File: config.mk
export PLATFORM = sky130hd
export DESIGN_NAME = uct_usart
export DESIGN_NICKNAME = d
export VERILOG_FILES = /design/src/shared/uct_pkg.sv /design/src/logic/uct_usart.sv
export SDC_FILE = /design/constraint.sdc
export NUM_CORES = 1
export LEC_CHECK = 0
export ABC_AREA = 1
export BUFFER_PORTS_ARGS = -buffer_cell sky130_fd_sc_hd__buf_4
export CORE_UTILIZATION = 59
export DETAILED_ROUTE_END_ITERATION = 6
export PLACE_DENSITY = 0.89
export SYNTH_ARGS = -nofsm -noshare
export SYNTH_HDL_FRONTEND = slang
export SYNTH_SLANG_ARGS = --single-unit
File: constraint.sdc
create_clock -name clk_sys_in -period 5.55 [get_ports clk_sys_in]
set_clock_uncertainty 0.15 [all_clocks]
set_input_delay 0.555 -clock clk_sys_in [delete_from_list [all_inputs] [get_ports clk_sys_in]]
set_output_delay 0.555 -clock clk_sys_in [all_outputs]
set_load 0.01 [all_outputs]
File: src/shared/uct_pkg.sv
// Constants shared by the serial transmitter block
package uct_pkg;
  // ****************************************
  // Bus and register map
  // ****************************************
  localparam int ADDR_W = 8;
  localparam logic [7:0] OFS_CSA = 8'h00;
  localparam logic [7:0] OFS_CSB = 8'h04;
  localparam logic [7:0] OFS_CSC = 8'h08;
  localparam logic [7:0] OFS_DIVL = 8'h0C;
  localparam logic [7:0] OFS_DIVH = 8'h10;
  localparam logic [7:0] OFS_DATA = 8'h14;
  localparam logic [1:0] RESP_OK = 2'h0;
  localparam logic [1:0] RESP_SLVERR = 2'h2;
  // Register identifiers used by the decoder
  localparam logic [2:0] ID_A = 3'h0;
  localparam logic [2:0] ID_B = 3'h1;
  localparam logic [2:0] ID_C = 3'h2;
  localparam logic [2:0] ID_DL = 3'h3;
  localparam logic [2:0] ID_DH = 3'h4;
  localparam logic [2:0] ID_DATA = 3'h5;
  localparam logic [2:0] ID_NONE = 3'h7;
  // ****************************************
  // Field positions
  // ****************************************
  localparam int A_DBL = 0;
  localparam int A_FE = 4;
  localparam int A_BE = 5;
  localparam int A_TXD = 6;
  localparam int A_RXD = 7;
  localparam int B_TXB8 = 0;
  localparam int B_RXB8 = 1;
  localparam int B_CS2 = 2;
  localparam int B_TRANSMIT_ENABLE_BIT = 3;
  localparam int B_RXEN = 4;
  localparam int C_POL = 0;
  localparam int C_CS = 1;
  localparam int C_STOP = 3;
  localparam int C_PAR = 4;
  localparam int C_SYNC = 6;
  localparam int C_MSTR = 7;
  // ****************************************
  // Reset values and counts
  // ****************************************
  localparam logic [7:0] CSC_RST = 8'h06;
  localparam logic [11:0] DIV_RST = 12'h000;
  localparam logic [3:0] PRE_NORM_LAST = 4'hF;
  localparam logic [3:0] PRE_DBL_LAST = 4'h7;
  localparam logic [3:0] HALF_NORM = 4'h8;
  localparam logic [3:0] HALF_DBL = 4'h4;
  localparam logic [3:0] LEN_9 = 4'h9;
  localparam logic [3:0] LEN_8 = 4'h8;
  localparam logic [3:0] LEN_5 = 4'h5;
  localparam int FRAME_W = 13;
endpackage

File: src/logic/uct_usart.sv
// Serial transmitter with baud generator, clock sync, framing and receive stop check
// Function
// - Baud divisor is twelve bits split over high and low registers.
// - Down-counter reloads divisor at zero or on low-byte write; ticks at zero.
// - Transmit bit rate is baud tick over 16, 8, or 2 in sync master.
// - Double speed shortens asynchronous bit period from 16 to 8 ticks.
// - Asynchronous receiver takes one mid-bit sample per 8 ticks in double speed, otherwise per 16.
// - Double speed is ignored in synchronous mode; software keeps it clear.
// - Slave transfer clock passes a synchroniser and edge detector first.
// - Transfer clock pin is output as sync master with transmit or receive enabled, otherwise input.
// - Sync data is sampled on the edge opposite the change edge.
// - Polarity clear: change on rising, sample falling; set: the reverse.
// - All thirty frame formats are supported.
// - Frame order: start, data LSB first, optional parity, stop bits.
// - After a frame the line starts the next frame or idles high.
// - Format settings are shared; changing them aborts traffic both ways.
// - Receiver checks only the first stop bit for frame error.
// - Parity is XOR of data bits, inverted for odd parity.
// - Transmit enable takes over the serial output pin.
// - Sync master transmit with enable drives the transfer clock pin.
// - Data register write loads the buffer and starts sending.
// - Buffer moves to shifter when idle or right after last stop bit.
// - Unused upper data bits are ignored for short characters.
// - Buffer-empty flag shows no pending data; a data write clears it.
// - Transmit-done sets when frame ends with empty buffer; write one clears.
//
// Local design decisions: the AXI4-Lite interface to the registers and the placing of the registers.
`timescale 1ns/1ns
module uct_usart #(
  parameter int ADDR_W = uct_pkg::ADDR_W
) (
  // Clock and reset
  input wire logic clk_sys_in,
  input wire logic sys_rst_in,
  // AXI4-Lite write channels
  input wire logic [ADDR_W-1:0] s_axi_awaddr_in,
  input wire logic s_axi_awvalid_in,
  output logic s_axi_awready_out,
  input wire logic [31:0] s_axi_wdata_in,
  input wire logic [3:0] s_axi_wstrb_in,
  input wire logic s_axi_wvalid_in,
  output logic s_axi_wready_out,
  output logic [1:0] s_axi_bresp_out,
  output logic s_axi_bvalid_out,
  input wire logic s_axi_bready_in,
  // AXI4-Lite read channels
  input wire logic [ADDR_W-1:0] s_axi_araddr_in,
  input wire logic s_axi_arvalid_in,
  output logic s_axi_arready_out,
  output logic [31:0] s_axi_rdata_out,
  output logic [1:0] s_axi_rresp_out,
  output logic s_axi_rvalid_out,
  input wire logic s_axi_rready_in,
  // Serial pins
  input wire logic serial_in_pin_in,
  output logic serial_out_pin_out,
  output logic serial_out_pin_oe_n_out,
  input wire logic transfer_clock_pin_in,
  output logic transfer_clock_pin_out,
  output logic transfer_clock_pin_oe_n_out
);
  // ****************************************
  // State
  // ****************************************
  localparam int FRAME_W_L = uct_pkg::FRAME_W;
  typedef struct packed {
    logic awready;
    logic wready;
    logic arready;
    logic aw_held;
    logic w_held;
    logic [ADDR_W-1:0] aw_addr;
    logic [7:0] wdata;
    logic wstb;
    logic bvalid;
    logic [1:0] bresp;
    logic rvalid;
    logic [1:0] rresp;
    logic [7:0] rdata;
    logic [11:0] baud_divisor;
    logic [11:0] baud_cnt;
    logic dbl;
    logic transmit_enable_bit;
    logic rxen;
    logic cs2;
    logic txb8;
    logic [7:0] ctrl_c;
    logic [8:0] tx_buf;
    logic buf_full;
    logic shifting;
    logic [FRAME_W_L-1:0] tx_sh;
    logic [3:0] tx_left;
    logic [3:0] tx_pre;
    logic tx_line;
    logic tx_oe_n;
    logic tx_done;
    logic xck_o;
    logic xck_oe_n;
    logic [2:0] xck_s;
    logic [1:0] rxd_s;
    logic rx_busy;
    logic [3:0] rx_ph;
    logic [3:0] rx_bit;
    logic [8:0] rx_sh;
    logic [8:0] rx_data;
    logic rx_done;
    logic fe;
  } uct_st_t;
  localparam uct_st_t ST_RST = '{awready: 1'b1, wready: 1'b1, arready: 1'b1, tx_line: 1'b1,
    tx_oe_n: 1'b1, xck_oe_n: 1'b1, ctrl_c: uct_pkg::CSC_RST, baud_divisor: uct_pkg::DIV_RST,
    baud_cnt: uct_pkg::DIV_RST, default: '0};

  uct_st_t s;
  uct_st_t n;
  logic wr, rd, wen, dl_wr, data_wr, data_rd, fmt_chg, set_txd, set_rxd, load;
  logic [2:0] wid, rid, cs;
  logic [3:0] nbits, flen, pre_last, half, stop_idx;
  logic par_en, par_odd, sync, mstr, pol, btick, a_tick, tx_tick, line;
  logic chg, samp, rsamp, par;
  logic [8:0] dm;
  logic [FRAME_W_L-1:0] frame;

  // Address decode shared by reads and writes
  function automatic logic [2:0] reg_id(input logic [ADDR_W-1:0] a);
    case (a)
      uct_pkg::OFS_CSA: reg_id = uct_pkg::ID_A;
      uct_pkg::OFS_CSB: reg_id = uct_pkg::ID_B;
      uct_pkg::OFS_CSC: reg_id = uct_pkg::ID_C;
      uct_pkg::OFS_DIVL: reg_id = uct_pkg::ID_DL;
      uct_pkg::OFS_DIVH: reg_id = uct_pkg::ID_DH;
      uct_pkg::OFS_DATA: reg_id = uct_pkg::ID_DATA;
      default: reg_id = uct_pkg::ID_NONE;
    endcase
  endfunction

  // Character size code to data bit count, shared by both directions
  function automatic logic [3:0] data_len(input logic [2:0] c);
    if (c == 3'h7) begin
      data_len = uct_pkg::LEN_9;
    end else if (c[2]) begin
      data_len = uct_pkg::LEN_8;
    end else begin
      data_len = uct_pkg::LEN_5 + {2'h0, c[1:0]};
    end
  endfunction

  // ****************************************
  // Next-state logic
  // ****************************************
  always_comb begin
    n = s;
    set_txd = 1'b0;
    set_rxd = 1'b0;
    load = 1'b0;
    rsamp = 1'b0;
    // Format decode, one setting for both directions
    cs = {s.cs2, s.ctrl_c[uct_pkg::C_CS+1:uct_pkg::C_CS]};
    nbits = data_len(cs);
    par_en = s.ctrl_c[uct_pkg::C_PAR+1];
    par_odd = s.ctrl_c[uct_pkg::C_PAR];
    sync = s.ctrl_c[uct_pkg::C_SYNC];
    mstr = s.ctrl_c[uct_pkg::C_MSTR];
    pol = s.ctrl_c[uct_pkg::C_POL];
    stop_idx = nbits + {3'h0, par_en} + 4'h1;
    // Write address and data are taken in either order
    if (s.awready && s_axi_awvalid_in) begin
      n.aw_held = 1'b1;
      n.aw_addr = s_axi_awaddr_in;
    end
    if (s.wready && s_axi_wvalid_in) begin
      n.w_held = 1'b1;
      n.wdata = s_axi_wdata_in[7:0];
      n.wstb = s_axi_wstrb_in[0];
    end
    if (s.bvalid && s_axi_bready_in) begin
      n.bvalid = 1'b0;
    end
    wr = s.aw_held && s.w_held && !s.bvalid;
    wid = reg_id(s.aw_addr);
    if (wr) begin
      n.aw_held = 1'b0;
      n.w_held = 1'b0;
      n.bvalid = 1'b1;
      n.bresp = (wid == uct_pkg::ID_NONE) ? uct_pkg::RESP_SLVERR : uct_pkg::RESP_OK;
    end
    wen = wr && s.wstb;
    dl_wr = wen && (wid == uct_pkg::ID_DL);
    data_wr = wen && (wid == uct_pkg::ID_DATA);
    fmt_chg = wen && (((wid == uct_pkg::ID_C) && (s.wdata != s.ctrl_c))
      || ((wid == uct_pkg::ID_B) && (s.wdata[uct_pkg::B_CS2] != s.cs2)));
    // Register stores
    if (wen) begin
      case (wid)
        uct_pkg::ID_A: begin
          n.dbl = s.wdata[uct_pkg::A_DBL];
        end
        uct_pkg::ID_B: begin
          n.txb8 = s.wdata[uct_pkg::B_TXB8];
          n.cs2 = s.wdata[uct_pkg::B_CS2];
          n.transmit_enable_bit = s.wdata[uct_pkg::B_TRANSMIT_ENABLE_BIT];
          n.rxen = s.wdata[uct_pkg::B_RXEN];
        end
        uct_pkg::ID_C: begin
          n.ctrl_c = s.wdata;
        end
        uct_pkg::ID_DL: begin
          n.baud_divisor[7:0] = s.wdata;
        end
        uct_pkg::ID_DH: begin
          n.baud_divisor[11:8] = s.wdata[3:0];
        end
        default: begin
        end
      endcase
    end
    // Read channel, answer one cycle after address
    if (s.rvalid && s_axi_rready_in) begin
      n.rvalid = 1'b0;
      n.arready = 1'b1;
    end
    rd = s.arready && s_axi_arvalid_in;
    rid = reg_id(s_axi_araddr_in);
    data_rd = rd && (rid == uct_pkg::ID_DATA);
    if (rd) begin
      n.arready = 1'b0;
      n.rvalid = 1'b1;
      n.rresp = (rid == uct_pkg::ID_NONE) ? uct_pkg::RESP_SLVERR : uct_pkg::RESP_OK;
      n.rdata = 8'h00;
      case (rid)
        uct_pkg::ID_A: begin
          n.rdata[uct_pkg::A_DBL] = s.dbl;
          n.rdata[uct_pkg::A_FE] = s.fe;
          n.rdata[uct_pkg::A_BE] = !s.buf_full;
          n.rdata[uct_pkg::A_TXD] = s.tx_done;
          n.rdata[uct_pkg::A_RXD] = s.rx_done;
        end
        uct_pkg::ID_B: begin
          n.rdata[uct_pkg::B_TXB8] = s.txb8;
          n.rdata[uct_pkg::B_RXB8] = s.rx_data[8];
          n.rdata[uct_pkg::B_CS2] = s.cs2;
          n.rdata[uct_pkg::B_TRANSMIT_ENABLE_BIT] = s.transmit_enable_bit;
          n.rdata[uct_pkg::B_RXEN] = s.rxen;
        end
        uct_pkg::ID_C: n.rdata = s.ctrl_c;
        uct_pkg::ID_DL: n.rdata = s.baud_divisor[7:0];
        uct_pkg::ID_DH: n.rdata = {4'h0, s.baud_divisor[11:8]};
        uct_pkg::ID_DATA: n.rdata = s.rx_data[7:0];
        default: n.rdata = 8'h00;
      endcase
    end
    // Baud generator down-counter
    btick = (s.baud_cnt == 12'h000);
    if (btick || dl_wr) begin
      n.baud_cnt = n.baud_divisor;
    end else begin
      n.baud_cnt = s.baud_cnt - 12'h001;
    end
    // Pin synchronisers and slave clock edge detect
    n.xck_s = {s.xck_s[1:0], transfer_clock_pin_in};
    n.rxd_s = {s.rxd_s[0], serial_in_pin_in};
    line = s.rxd_s[1];
    // Master clock toggles each baud tick, halving it
    if (sync && mstr && btick) begin
      n.xck_o = !s.xck_o;
    end
    if (mstr) begin
      chg = btick && (s.xck_o == pol);
      samp = btick && (s.xck_o != pol);
    end else begin
      chg = pol ? (!s.xck_s[1] && s.xck_s[2]) : (s.xck_s[1] && !s.xck_s[2]);
      samp = pol ? (s.xck_s[1] && !s.xck_s[2]) : (!s.xck_s[1] && s.xck_s[2]);
    end
    n.xck_oe_n = !(sync && mstr && (n.transmit_enable_bit || n.rxen));
    // Asynchronous bit prescaler
    pre_last = s.dbl ? uct_pkg::PRE_DBL_LAST : uct_pkg::PRE_NORM_LAST;
    half = s.dbl ? uct_pkg::HALF_DBL : uct_pkg::HALF_NORM;
    a_tick = btick && (s.tx_pre >= pre_last);
    if (btick) begin
      n.tx_pre = a_tick ? 4'h0 : s.tx_pre + 4'h1;
    end
    tx_tick = sync ? chg : a_tick;
    // Frame build from buffer with unused bits masked
    for (int i = 0; i < 9; i++) begin
      dm[i] = s.tx_buf[i] && (4'(i) < nbits);
    end
    par = (^dm) ^ par_odd;
    frame = '1;
    frame[0] = 1'b0;
    for (int i = 0; i < 9; i++) begin
      if (4'(i) < nbits) begin
        frame[i+1] = dm[i];
      end
    end
    if (par_en) begin
      frame[nbits+4'h1] = par;
    end
    flen = stop_idx + {3'h0, s.ctrl_c[uct_pkg::C_STOP]} + 4'h1;
    // Shifter sequencing, one bit per tick
    if (tx_tick) begin
      if (s.shifting && (s.tx_left != 4'h0)) begin
        n.tx_line = s.tx_sh[0];
        n.tx_sh = {1'b1, s.tx_sh[FRAME_W_L-1:1]};
        n.tx_left = s.tx_left - 4'h1;
      end else if (s.buf_full && (s.transmit_enable_bit || !s.tx_oe_n)) begin
        load = 1'b1;
      end else if (s.shifting) begin
        n.shifting = 1'b0;
        n.tx_line = 1'b1;
        set_txd = 1'b1;
      end
    end
    if (load) begin
      n.tx_line = frame[0];
      n.tx_sh = {1'b1, frame[FRAME_W_L-1:1]};
      n.tx_left = flen - 4'h1;
      n.shifting = 1'b1;
      n.buf_full = 1'b0;
    end
    // Receiver sampling
    if (!s.rxen) begin
      n.rx_busy = 1'b0;
    end else if (!sync) begin
      if (btick) begin
        if (!s.rx_busy) begin
          if (!line) begin
            n.rx_busy = 1'b1;
            n.rx_ph = 4'h0;
            n.rx_bit = 4'h0;
            n.rx_sh = 9'h000;
          end
        end else begin
          n.rx_ph = (s.rx_ph >= pre_last) ? 4'h0 : s.rx_ph + 4'h1;
          rsamp = (n.rx_ph == half);
        end
      end
    end else if (samp) begin
      if (!s.rx_busy) begin
        if (!line) begin
          n.rx_busy = 1'b1;
          n.rx_bit = 4'h1;
          n.rx_sh = 9'h000;
        end
      end else begin
        rsamp = 1'b1;
      end
    end
    if (rsamp) begin
      n.rx_bit = s.rx_bit + 4'h1;
      if (s.rx_bit == 4'h0) begin
        n.rx_busy = !line;
      end else if (s.rx_bit <= nbits) begin
        n.rx_sh[s.rx_bit-4'h1] = line;
      end else if (s.rx_bit == stop_idx) begin
        n.rx_busy = 1'b0;
        n.rx_data = s.rx_sh;
        set_rxd = 1'b1;
      end
    end
    // Format change aborts both directions
    if (fmt_chg) begin
      n.shifting = 1'b0;
      n.tx_line = 1'b1;
      n.rx_busy = 1'b0;
    end
    // Buffer write wins over the move to the shifter
    if (data_wr) begin
      n.tx_buf = {n.txb8, s.wdata};
      n.buf_full = 1'b1;
    end
    n.tx_oe_n = !(n.transmit_enable_bit || n.shifting || n.buf_full);
    // Flags, set wins over clear
    if (wen && (wid == uct_pkg::ID_A) && s.wdata[uct_pkg::A_TXD]) begin
      n.tx_done = 1'b0;
    end
    if (set_txd) begin
      n.tx_done = 1'b1;
    end
    if (data_rd) begin
      n.rx_done = 1'b0;
      n.fe = 1'b0;
    end
    if (set_rxd) begin
      n.rx_done = 1'b1;
      n.fe = !line;
    end
    // Bus ready flags follow the held state
    n.awready = !n.aw_held && !n.bvalid;
    n.wready = !n.w_held && !n.bvalid;
  end

  // ****************************************
  // State register
  // ****************************************
  always_ff @(posedge clk_sys_in or posedge sys_rst_in) begin
    if (sys_rst_in) begin
      s <= ST_RST;
    end else begin
      s <= n;
    end
  end

  // Outputs straight from state
  assign s_axi_awready_out = s.awready;
  assign s_axi_wready_out = s.wready;
  assign s_axi_bresp_out = s.bresp;
  assign s_axi_bvalid_out = s.bvalid;
  assign s_axi_arready_out = s.arready;
  assign s_axi_rdata_out = {24'h000000, s.rdata};
  assign s_axi_rresp_out = s.rresp;
  assign s_axi_rvalid_out = s.rvalid;
  assign serial_out_pin_out = s.tx_line;
  assign serial_out_pin_oe_n_out = s.tx_oe_n;
  assign transfer_clock_pin_out = s.xck_o;
  assign transfer_clock_pin_oe_n_out = s.xck_oe_n;
endmodule

Word level (Yosys, flattened, before mapping)
Cells that the tools add are included.

Bits in registers: 144. Output and inout bits: 45.

Eq/ne operators: 34. Muxes and demuxes: 110. Bitwise operators: 4. Reductions and logical operators: 82. Add/subtract/negate cells: 13. $lt $le $gt $ge: 16.

Operators with widths (number): $mux W13 (7); $mux W18 (4); $mux W1 (62); $logic_and A1 B1 Y1 (39); $mux W12 (3); $mux W4 (9); $pmux W3 S6 (2); $eq A8 B4 Y1 const B (4); $eq A8 B5 Y1 const B (4); $mux W9 (3); $add A4 B1 Y4 const B (6); $mux W22 (1); $eq A3 B3 Y1 const B (7); $mux W19 (1); $mux W17 (1); $eq A8 B3 Y1 const B (2); $logic_not A8 Y1 (2); $lt A3 B4 Y1 const A (4); $mux W8 (2); $pmux W3 S5 (1); $bwmux W13 (1); $eq A3 B2 Y1 const B (4); $logic_not A1 Y1 (12); $logic_not A12 Y1 (1); 41 further kinds (77).

Depth between registers and ports, before layout
Gate-level depths: netlist of run 1.

Word-level depth: 15. Gate-level depth with buffers: 17. Depth with buffers taken out: 16.

Worst setup path after synthesis of run 1
No wires, ideal clock.

Path type: register to register. Start point: register s, in the netlist cs[0]. End point: register s[28] (netlist bit). Path slack: 2.742 ns. Required time: 5.278 ns. Cell stages (with the launch flop): 17. Arrival time: 2.536 ns. Library setup time: 0.122 ns. Cells stage by stage: dfstp_2 -> ha_1 -> nand2_1 -> nand2_1 -> inv_1 -> ha_1 -> inv_1 -> ha_1 -> xnor2_1 -> nand3_1 -> nor2_1 -> nand2_1 -> nor2_1 -> nand4_2 -> buf_2 -> nand3b_1 -> nor2_1.

RTL lines: from (decl) (RTL line uct_usart.sv:113) `uct_st_t s;`; from (signal assigned) (RTL line uct_usart.sv:398) `s <= n;`.

==> results of run 1 <==
## cells by family (layout without fill, tap and decap cells)
| group | count (synthesis) | in the layout | synth area share |
|---|---|---|---|
| AOI/OAI and AO/OA | 155 | 155 | 0.107 |
| xor gates and xnor gates | 29 | 29 | 0.0322 |
| DFF | 142 | 142 | 0.438 |
| and+or+nand+nor | 495 | 495 | 0.272 |
| buffers and inverters | 206 | 234 | 0.116 |
| other | 1 | 26 | 0.000461 |
| adders and majority gates | 22 | 22 | 0.0339 |
## worst max-delay path, cell delays in order, from the launching register on
cell	delay [ns]
dfstp_2	0.59
ha_1	0.37
nand2_1	0.12
nand2_1	0.11
inv_1	0.07
ha_1	0.20
inv_1	0.06
ha_1	0.26
xnor2_1	0.17
nand3_1	0.09
nor2_1	0.10
nand2_1	0.06
nor2_1	0.19
nand4_2	0.44
nand3b_1	0.25
nor2_1	0.05
## per-layer routing
layer,GRT usage,vias to the layer above
met4,0.125,0
met5,0,-
met2,0.444,252
met3,0.0642,46
li1,-,3392
met1,0.356,3212
## state kept, by name (all words and copies together), names as in the netlist
signal                       flops
s_axi_wready_out                 1
par_en                           1
s_axi_arready_out                1
pol                              1
par_odd                          1
cs                               3
transfer_clock_pin_oe_n_out      1
serial_out_pin_out               1
s_axi_awready_out                1
n                                3
s_axi_rdata_out                  8
line                             1
s_axi_bvalid_out                 1
transfer_clock_pin_out           1
mstr                             1
s                              112
s_axi_bresp_out                  1
s_axi_rresp_out                  1
s_axi_rvalid_out                 1
serial_out_pin_oe_n_out          1
## power by group through the flow
stage | clock network [mW] | registers (mW) | logic (mW)
6_report | 1.22 | 1.43 | 0.811
5_1_grt | 1.27 | 1.45 | 0.921
4_1_cts | 1.23 | 1.43 | 0.807
3_5_place_dp | 0 | 1.44 | 0.793
3_3_place_gp | 0 | 1.43 | 0.759
2_1_floorplan | 0 | 1.39 | 0.610
## layout make-up
class	count	area [sq um]	share of cell area
inverters	149	567	0.0623
multi-input cells	727	3710	0.408
well taps	176	220	0.0242
clock buffers	18	439	0.0483
clock inverters	14	190	0.0209
flip-flops and latches	142	3560	0.392
repair buffers	53	398	0.0438
## worst max-delay path by stage
stage / end / cells past startpoint
2_1_floorplan: cs[2] / 1
3_3_place_gp: s[28] / 15
3_5_place_dp: s[28] / 15
4_1_cts: s[28] / 15
5_1_grt: s[0] / 15
6_report: s[28] / 15
## through the flow
stage / area, sq um / utilization / cells / total power, mW
finish: 9090 / 0.681 / 1279 / 3.46
global route: 9090 / 0.681 / 1279 / 3.64
CTS: 9090 / 0.681 / 1279 / 3.46
detailed placement: 8460 / 0.634 / 1247 / 2.23
global placement: 8460 / 0.634 / 1247 / 2.19
floorplan: 8220 / - / 1075 / 2.00
## synth_stat cells, drive strengths merged (11+ instances only)
master,count
nand4,22
nand3,76
clkbuf,11
xor2,19
nand2,284
nor3,12
ha,22
a21oi,34
buf,46
dfrtp,134
nor2,92
o21ai,95
inv,148
## layout by cell type (no fill, tap or decap), types with 4 or more instances in the layout
| master | n |
|---|---|
| nor2_4 | 5 |
| bufinv_16 | 4 |
| inv_1 | 143 |
| ha_1 | 22 |
| nor3_1 | 10 |
| a31oi_1 | 4 |
| nand4_1 | 19 |
| a21oi_1 | 33 |
| nand2_1 | 279 |
| o21ai_0 | 79 |
| nor2_1 | 84 |
| o21ai_1 | 14 |
| nor4_1 | 4 |
| buf_4 | 53 |
| clkinv_2 | 4 |
| dfstp_2 | 8 |
| clkbuf_16 | 17 |
| xnor2_1 | 10 |
| xor2_1 | 18 |
| conb_1 | 26 |
| dfrtp_1 | 134 |
| nand3_1 | 74 |
==> qor.txt, run 1 <==
hold path depth: 1
Post-CTS Setup Inserts: 0
Met1 Wirelength: 7870 um
post-synthesis sequential area ratio: 0.438
Die Y: 119 um
Arr. time, crit path: 3.59 ns
largest net degree at the start of global routing: 90
DRC: 0
Longest Clk Path Bufs: 2
Slew Viols, Final: 0
Worst Hold Endpoint: n[32]
DR pass1 iterations: 6
Worst Setup End Kind: flop
area share of the largest cell type after synthesis: 0.413
Synth Instances: 1,050
post-cts hold buffer count: 0
CTS Root Cell: clkbuf_16
r2r endpoint: s[28]
sequential share of power: 0.414
Primary FF master, synth: dfrtp_1
Logic pwr share: 0.234
vias: 6,902
crit path kind: reg2reg
# rows: 42
Syn-to-layout area delta: 11.9%
Detail Placement HPWL: 13,100 um
number of diodes: 0
Top Metal Used: met4
final worst-path cycle share: 0.616
flop2flop setup slack: 2.13 ns
Leak: 4.65 nW
Worst-Margin Slew: 0.794 ns
die area: 14,200 sq um
nets@finish: 1,173
pwr/cell area: 381 nW/um^2
largest area contributor in the netlist: dfrtp_1
core area: 13,300 sq um
Startpoint Class: flop
mapped cell area: 8130 sq um
number of synthesized flops with an enable pin: 0
Net Switching: 1.15 mW
H-Tree Depth: 4
Worst Setup SP: cs[0]
setup ws final: 2.13 ns
Final Wtd Congestion: 0.910
first-pass GRT wire length: 30,700 um
# port buffers: 52
Switching Share: 0.334
Syn Area/Cell: 7.74 sq um
RSZ-0062 raised after global routing: false
first-iteration detailed-routing DRC count: 595
setup TNS: 0 ns
clock sink count: 142
CP required: 5.72 ns
max cap viols: 0
CP max FO: 21
Yosys reg bits: 142
Vias/cell: 5.40
Syn. warnings: 0
clock-pin slew on the worst setup and hold paths: 0.06 ns
largest cells by area after synthesis: dfrtp_1 41%, nand2_1 13%, inv_1 6.7%
post-route ant nets: 0
Hold WC Path Type: in2reg
worst reg-to-reg path cell count: 15
Fill cells: 1,066
WL met3: 1160 um
fin crit period: 3.42 ns
internal power component: 2.31 mW
total grt overflow: 0
Post-Place Setup Slack: 2.15 ns
Die X: 119 um
clock share of power: 0.352
FMAX: 0.292 GHz
slew margin rel.: 0.471
outcome: finished clean
routed len/inst: 14.2 um
Initial Util: 0.609
Netlist cell types: 51
clk_lat worst skew: 0.43 ns
# setup viols final: 0
initial antenna violation count: 0
final hold vios: 0
post-synthesis async set-or-reset flop share: 1.00
total wire length: 18,200 um
hold_sp: transfer_clock_pin_in
TritonCTS clock tree: yes
PostCTS Resize Cnt: 0
Hold WS: 0.0759 ns
maximum VDD drop: 0.000311 V
vias in the first global route: 6,575
Routed met2 length: 8600 um
Tot GR Track Use: 0.276
r2r startpoint: cs[0]
Num CTS Buffers: 17
layout cells sized above 1: 0.117
Ports: 106
Note: power is estimated with default switching activity, not from simulation.
==> inputs of run 2 (changes only) <==
==> constraint.sdc (replaced) <==
create_clock -name clk_sys_in -period 3.2 [get_ports clk_sys_in]
set_clock_uncertainty 0.15 [all_clocks]
set_input_delay 0.32 -clock clk_sys_in [delete_from_list [all_inputs] [get_ports clk_sys_in]]
set_output_delay 0.32 -clock clk_sys_in [all_outputs]
set_load 0.01 [all_outputs]
==> run 2 against run 1 <==
Against the previous run: the run now ends with DRC left; critical endpoint is now s[0]; largest power group unchanged; via count grew 4.5%; sequential cell count is the same; critical path type unchanged; combinational power increased by 79%.
==> qor.txt, run 2 (synthesis results as in run 1) <==
outcome: finished, violations left
failing checks: DRC
hold_sp: s_axi_wvalid_in
Tot GR Track Use: 0.300 (+0.0237)
die area: 14,200 sq um (unchanged)
final worst-path cycle share: 0.922 (+0.306)
Die X: 119 um (unchanged)
Post-DP Area: 8520 sq um (+0.64%)
Top reg by flops: s
Initial Util: 0.609 (unchanged)
Worst-Margin Slew: 0.684 ns (-0.110 ns)
r2r startpoint: cs[0]
PostCTS Resize Cnt: 0 (unchanged)
CTS Root Cell: clkbuf_16
Leak: 4.74 nW (+1.8%)
DR pass1 iterations: 7 (+1)
# port buffers: 52 (unchanged)
fin crit period: 2.95 ns (-0.469 ns)
total grt overflow: 0 (unchanged)
Non-Filler Instances: 1,304 (+2.0%)
Post-Place Setup Slack: 0.329 ns (-1.82 ns)
final hold vios: 0 (unchanged)
Detail Placement HPWL: 13,600 um (+4.0%)
Hold WC Path Type: in2reg
# setup viols final: 0 (unchanged)
Longest Clk Path Bufs: 2 (unchanged)
largest net degree at the start of global routing: 84 (-6.7%)
Hold WS: 0.0193 ns (-0.0566 ns)
crit path kind: reg2reg
Final Wtd Congestion: 0.930 (+2.2%)
maximum VDD drop: 0.000606 V (+95%)
Placed Cells: 1,251 (+0.32%)
initial antenna violation count: 0 (unchanged)
first-iteration detailed-routing DRC count: 708 (+19%)
crit-path max cell delay: 0.58 ns (about the same)
Die Y: 119 um (unchanged)
setup ws final: 0.250 ns (-1.88 ns)
first-pass GRT wire length: 33,700 um (+9.8%)
Final Instance Area: 9310 sq um (+2.4%)
Top Metal Used: met4
clk_lat worst skew: 0.44 ns (about the same)
Syn-to-layout area delta: 14.5%
number of diodes: 0 (unchanged)
clock sink count: 142 (unchanged)
post-route ant nets: 0 (unchanged)
Arr. time, crit path: 3.10 ns (-0.49 ns)
RSZ-0062 raised after global routing: false
FMAX: 0.339 GHz (+16%)
H-Tree Depth: 4 (unchanged)
critical path cell sequence: ha_1, buf_4, inv_1, nand2_1, ha_1, nand2_1, nor2_1, a21oi_1, nand2_1, nor2_1, nand4_2, buf_4, nand3_1, o21ai_1
WL met3: 1650 um (+42%)
# rows: 42 (unchanged)
core area: 13,300 sq um (unchanged)
TritonCTS clock tree: yes
nets@finish: 1,198 (+2.1%)
slew margin rel.: 0.544 (+0.0729)
Tot Pwr: 5.92 mW (+71%)
most frequent cells in the layout: 279 x nand2_1, 143 x inv_1, 134 x dfrtp_1
CP most frequent cell: nand2_1
Final Util: 0.697 (+0.0163)
Routed met2 length: 9840 um (+14%)
Ports: 106 (unchanged)
Met1 Wirelength: 7860 um (-0.11%)
routed len/inst: 15.2 um (+7.3%)
Slowest cell on crit path: dfstp_2
CP required: 3.35 ns (-2.37 ns)
clock-pin slew on the worst setup and hold paths: 0.06 ns (about the same)
commonest non-fill, non-tap cell in the layout: nand2_1
Fill cells: 1,000 (-6.2%)
Vias/cell: 5.53 (+2.5%)
pwr/cell area: 635 nW/um^2 (+67%)
CP max FO: 21 (unchanged)
max cap viols: 0 (unchanged)
Worst Setup End Kind: flop
Slew Viols, Final: 0 (unchanged)
Num CTS Buffers: 17 (unchanged)
layout cells sized above 1: 0.115 (-0.00171)
total wire length: 19,900 um (+9.4%)
Startpoint Class: flop
setup TNS: 0 ns (unchanged)
Worst Setup SP: cs[0]
vias in the first global route: 7,197 (+9.5%)
vias: 7,210 (+4.5%)
Largest register FFs: 112 (unchanged)
DRC: 1 (+1)
[run 2: final timing paths]
kind	to	slack (ns)	cells past startpoint
max reg2reg	s[0]	0.25	14
min reg2reg	line	0.20	0
max	s[0]	0.25	14
min	s[122]	0.02	4
min in group asynchronous	s[122]	0.34	3
max in group asynchronous	s_axi_arready_out	1.72	4
[run 2: layout make-up]
class	instances	area (sq um)	share of cell area
tap	176	220	0.0237
clock inverter	11	133	0.0142
multi-input combinational	727	3710	0.399
inverter	149	566	0.0608
clock buffer	21	450	0.0484
timing repair buffer	78	663	0.0712
sequential	142	3560	0.383
[run 2: what timing repair did]
item,CTS,global route
endpoints found under the hold margin,39,0
buffers inserted,0,0
hold buffers,21,0
[run 2: critical path, delay by kind of cell (launching register included)]
kind,cells,cell delay [ns]
flip-flops,1,0.58
AO/OA/AOI/OAI,2,0.37
buffers and inverters,3,0.46
adder cells (fa/ha/maj),2,0.45
AND/OR/NAND/NOR,7,0.78
[run 2: per-layer routing]
layer / GRT usage / up-vias
met4: 0.125 / 0
met5: 0 / -
met1: 0.357 / 3385
met2: 0.514 / 337
li1: - / 3432
met3: 0.0790 / 56
[run 2: power by group]
group,total [mW],switching (mW),internal [mW]
clock network,1.97,0.792,1.18
logic,1.45,0.923,0.529
registers,2.50,0.330,2.17
total,5.92,2.05,3.87
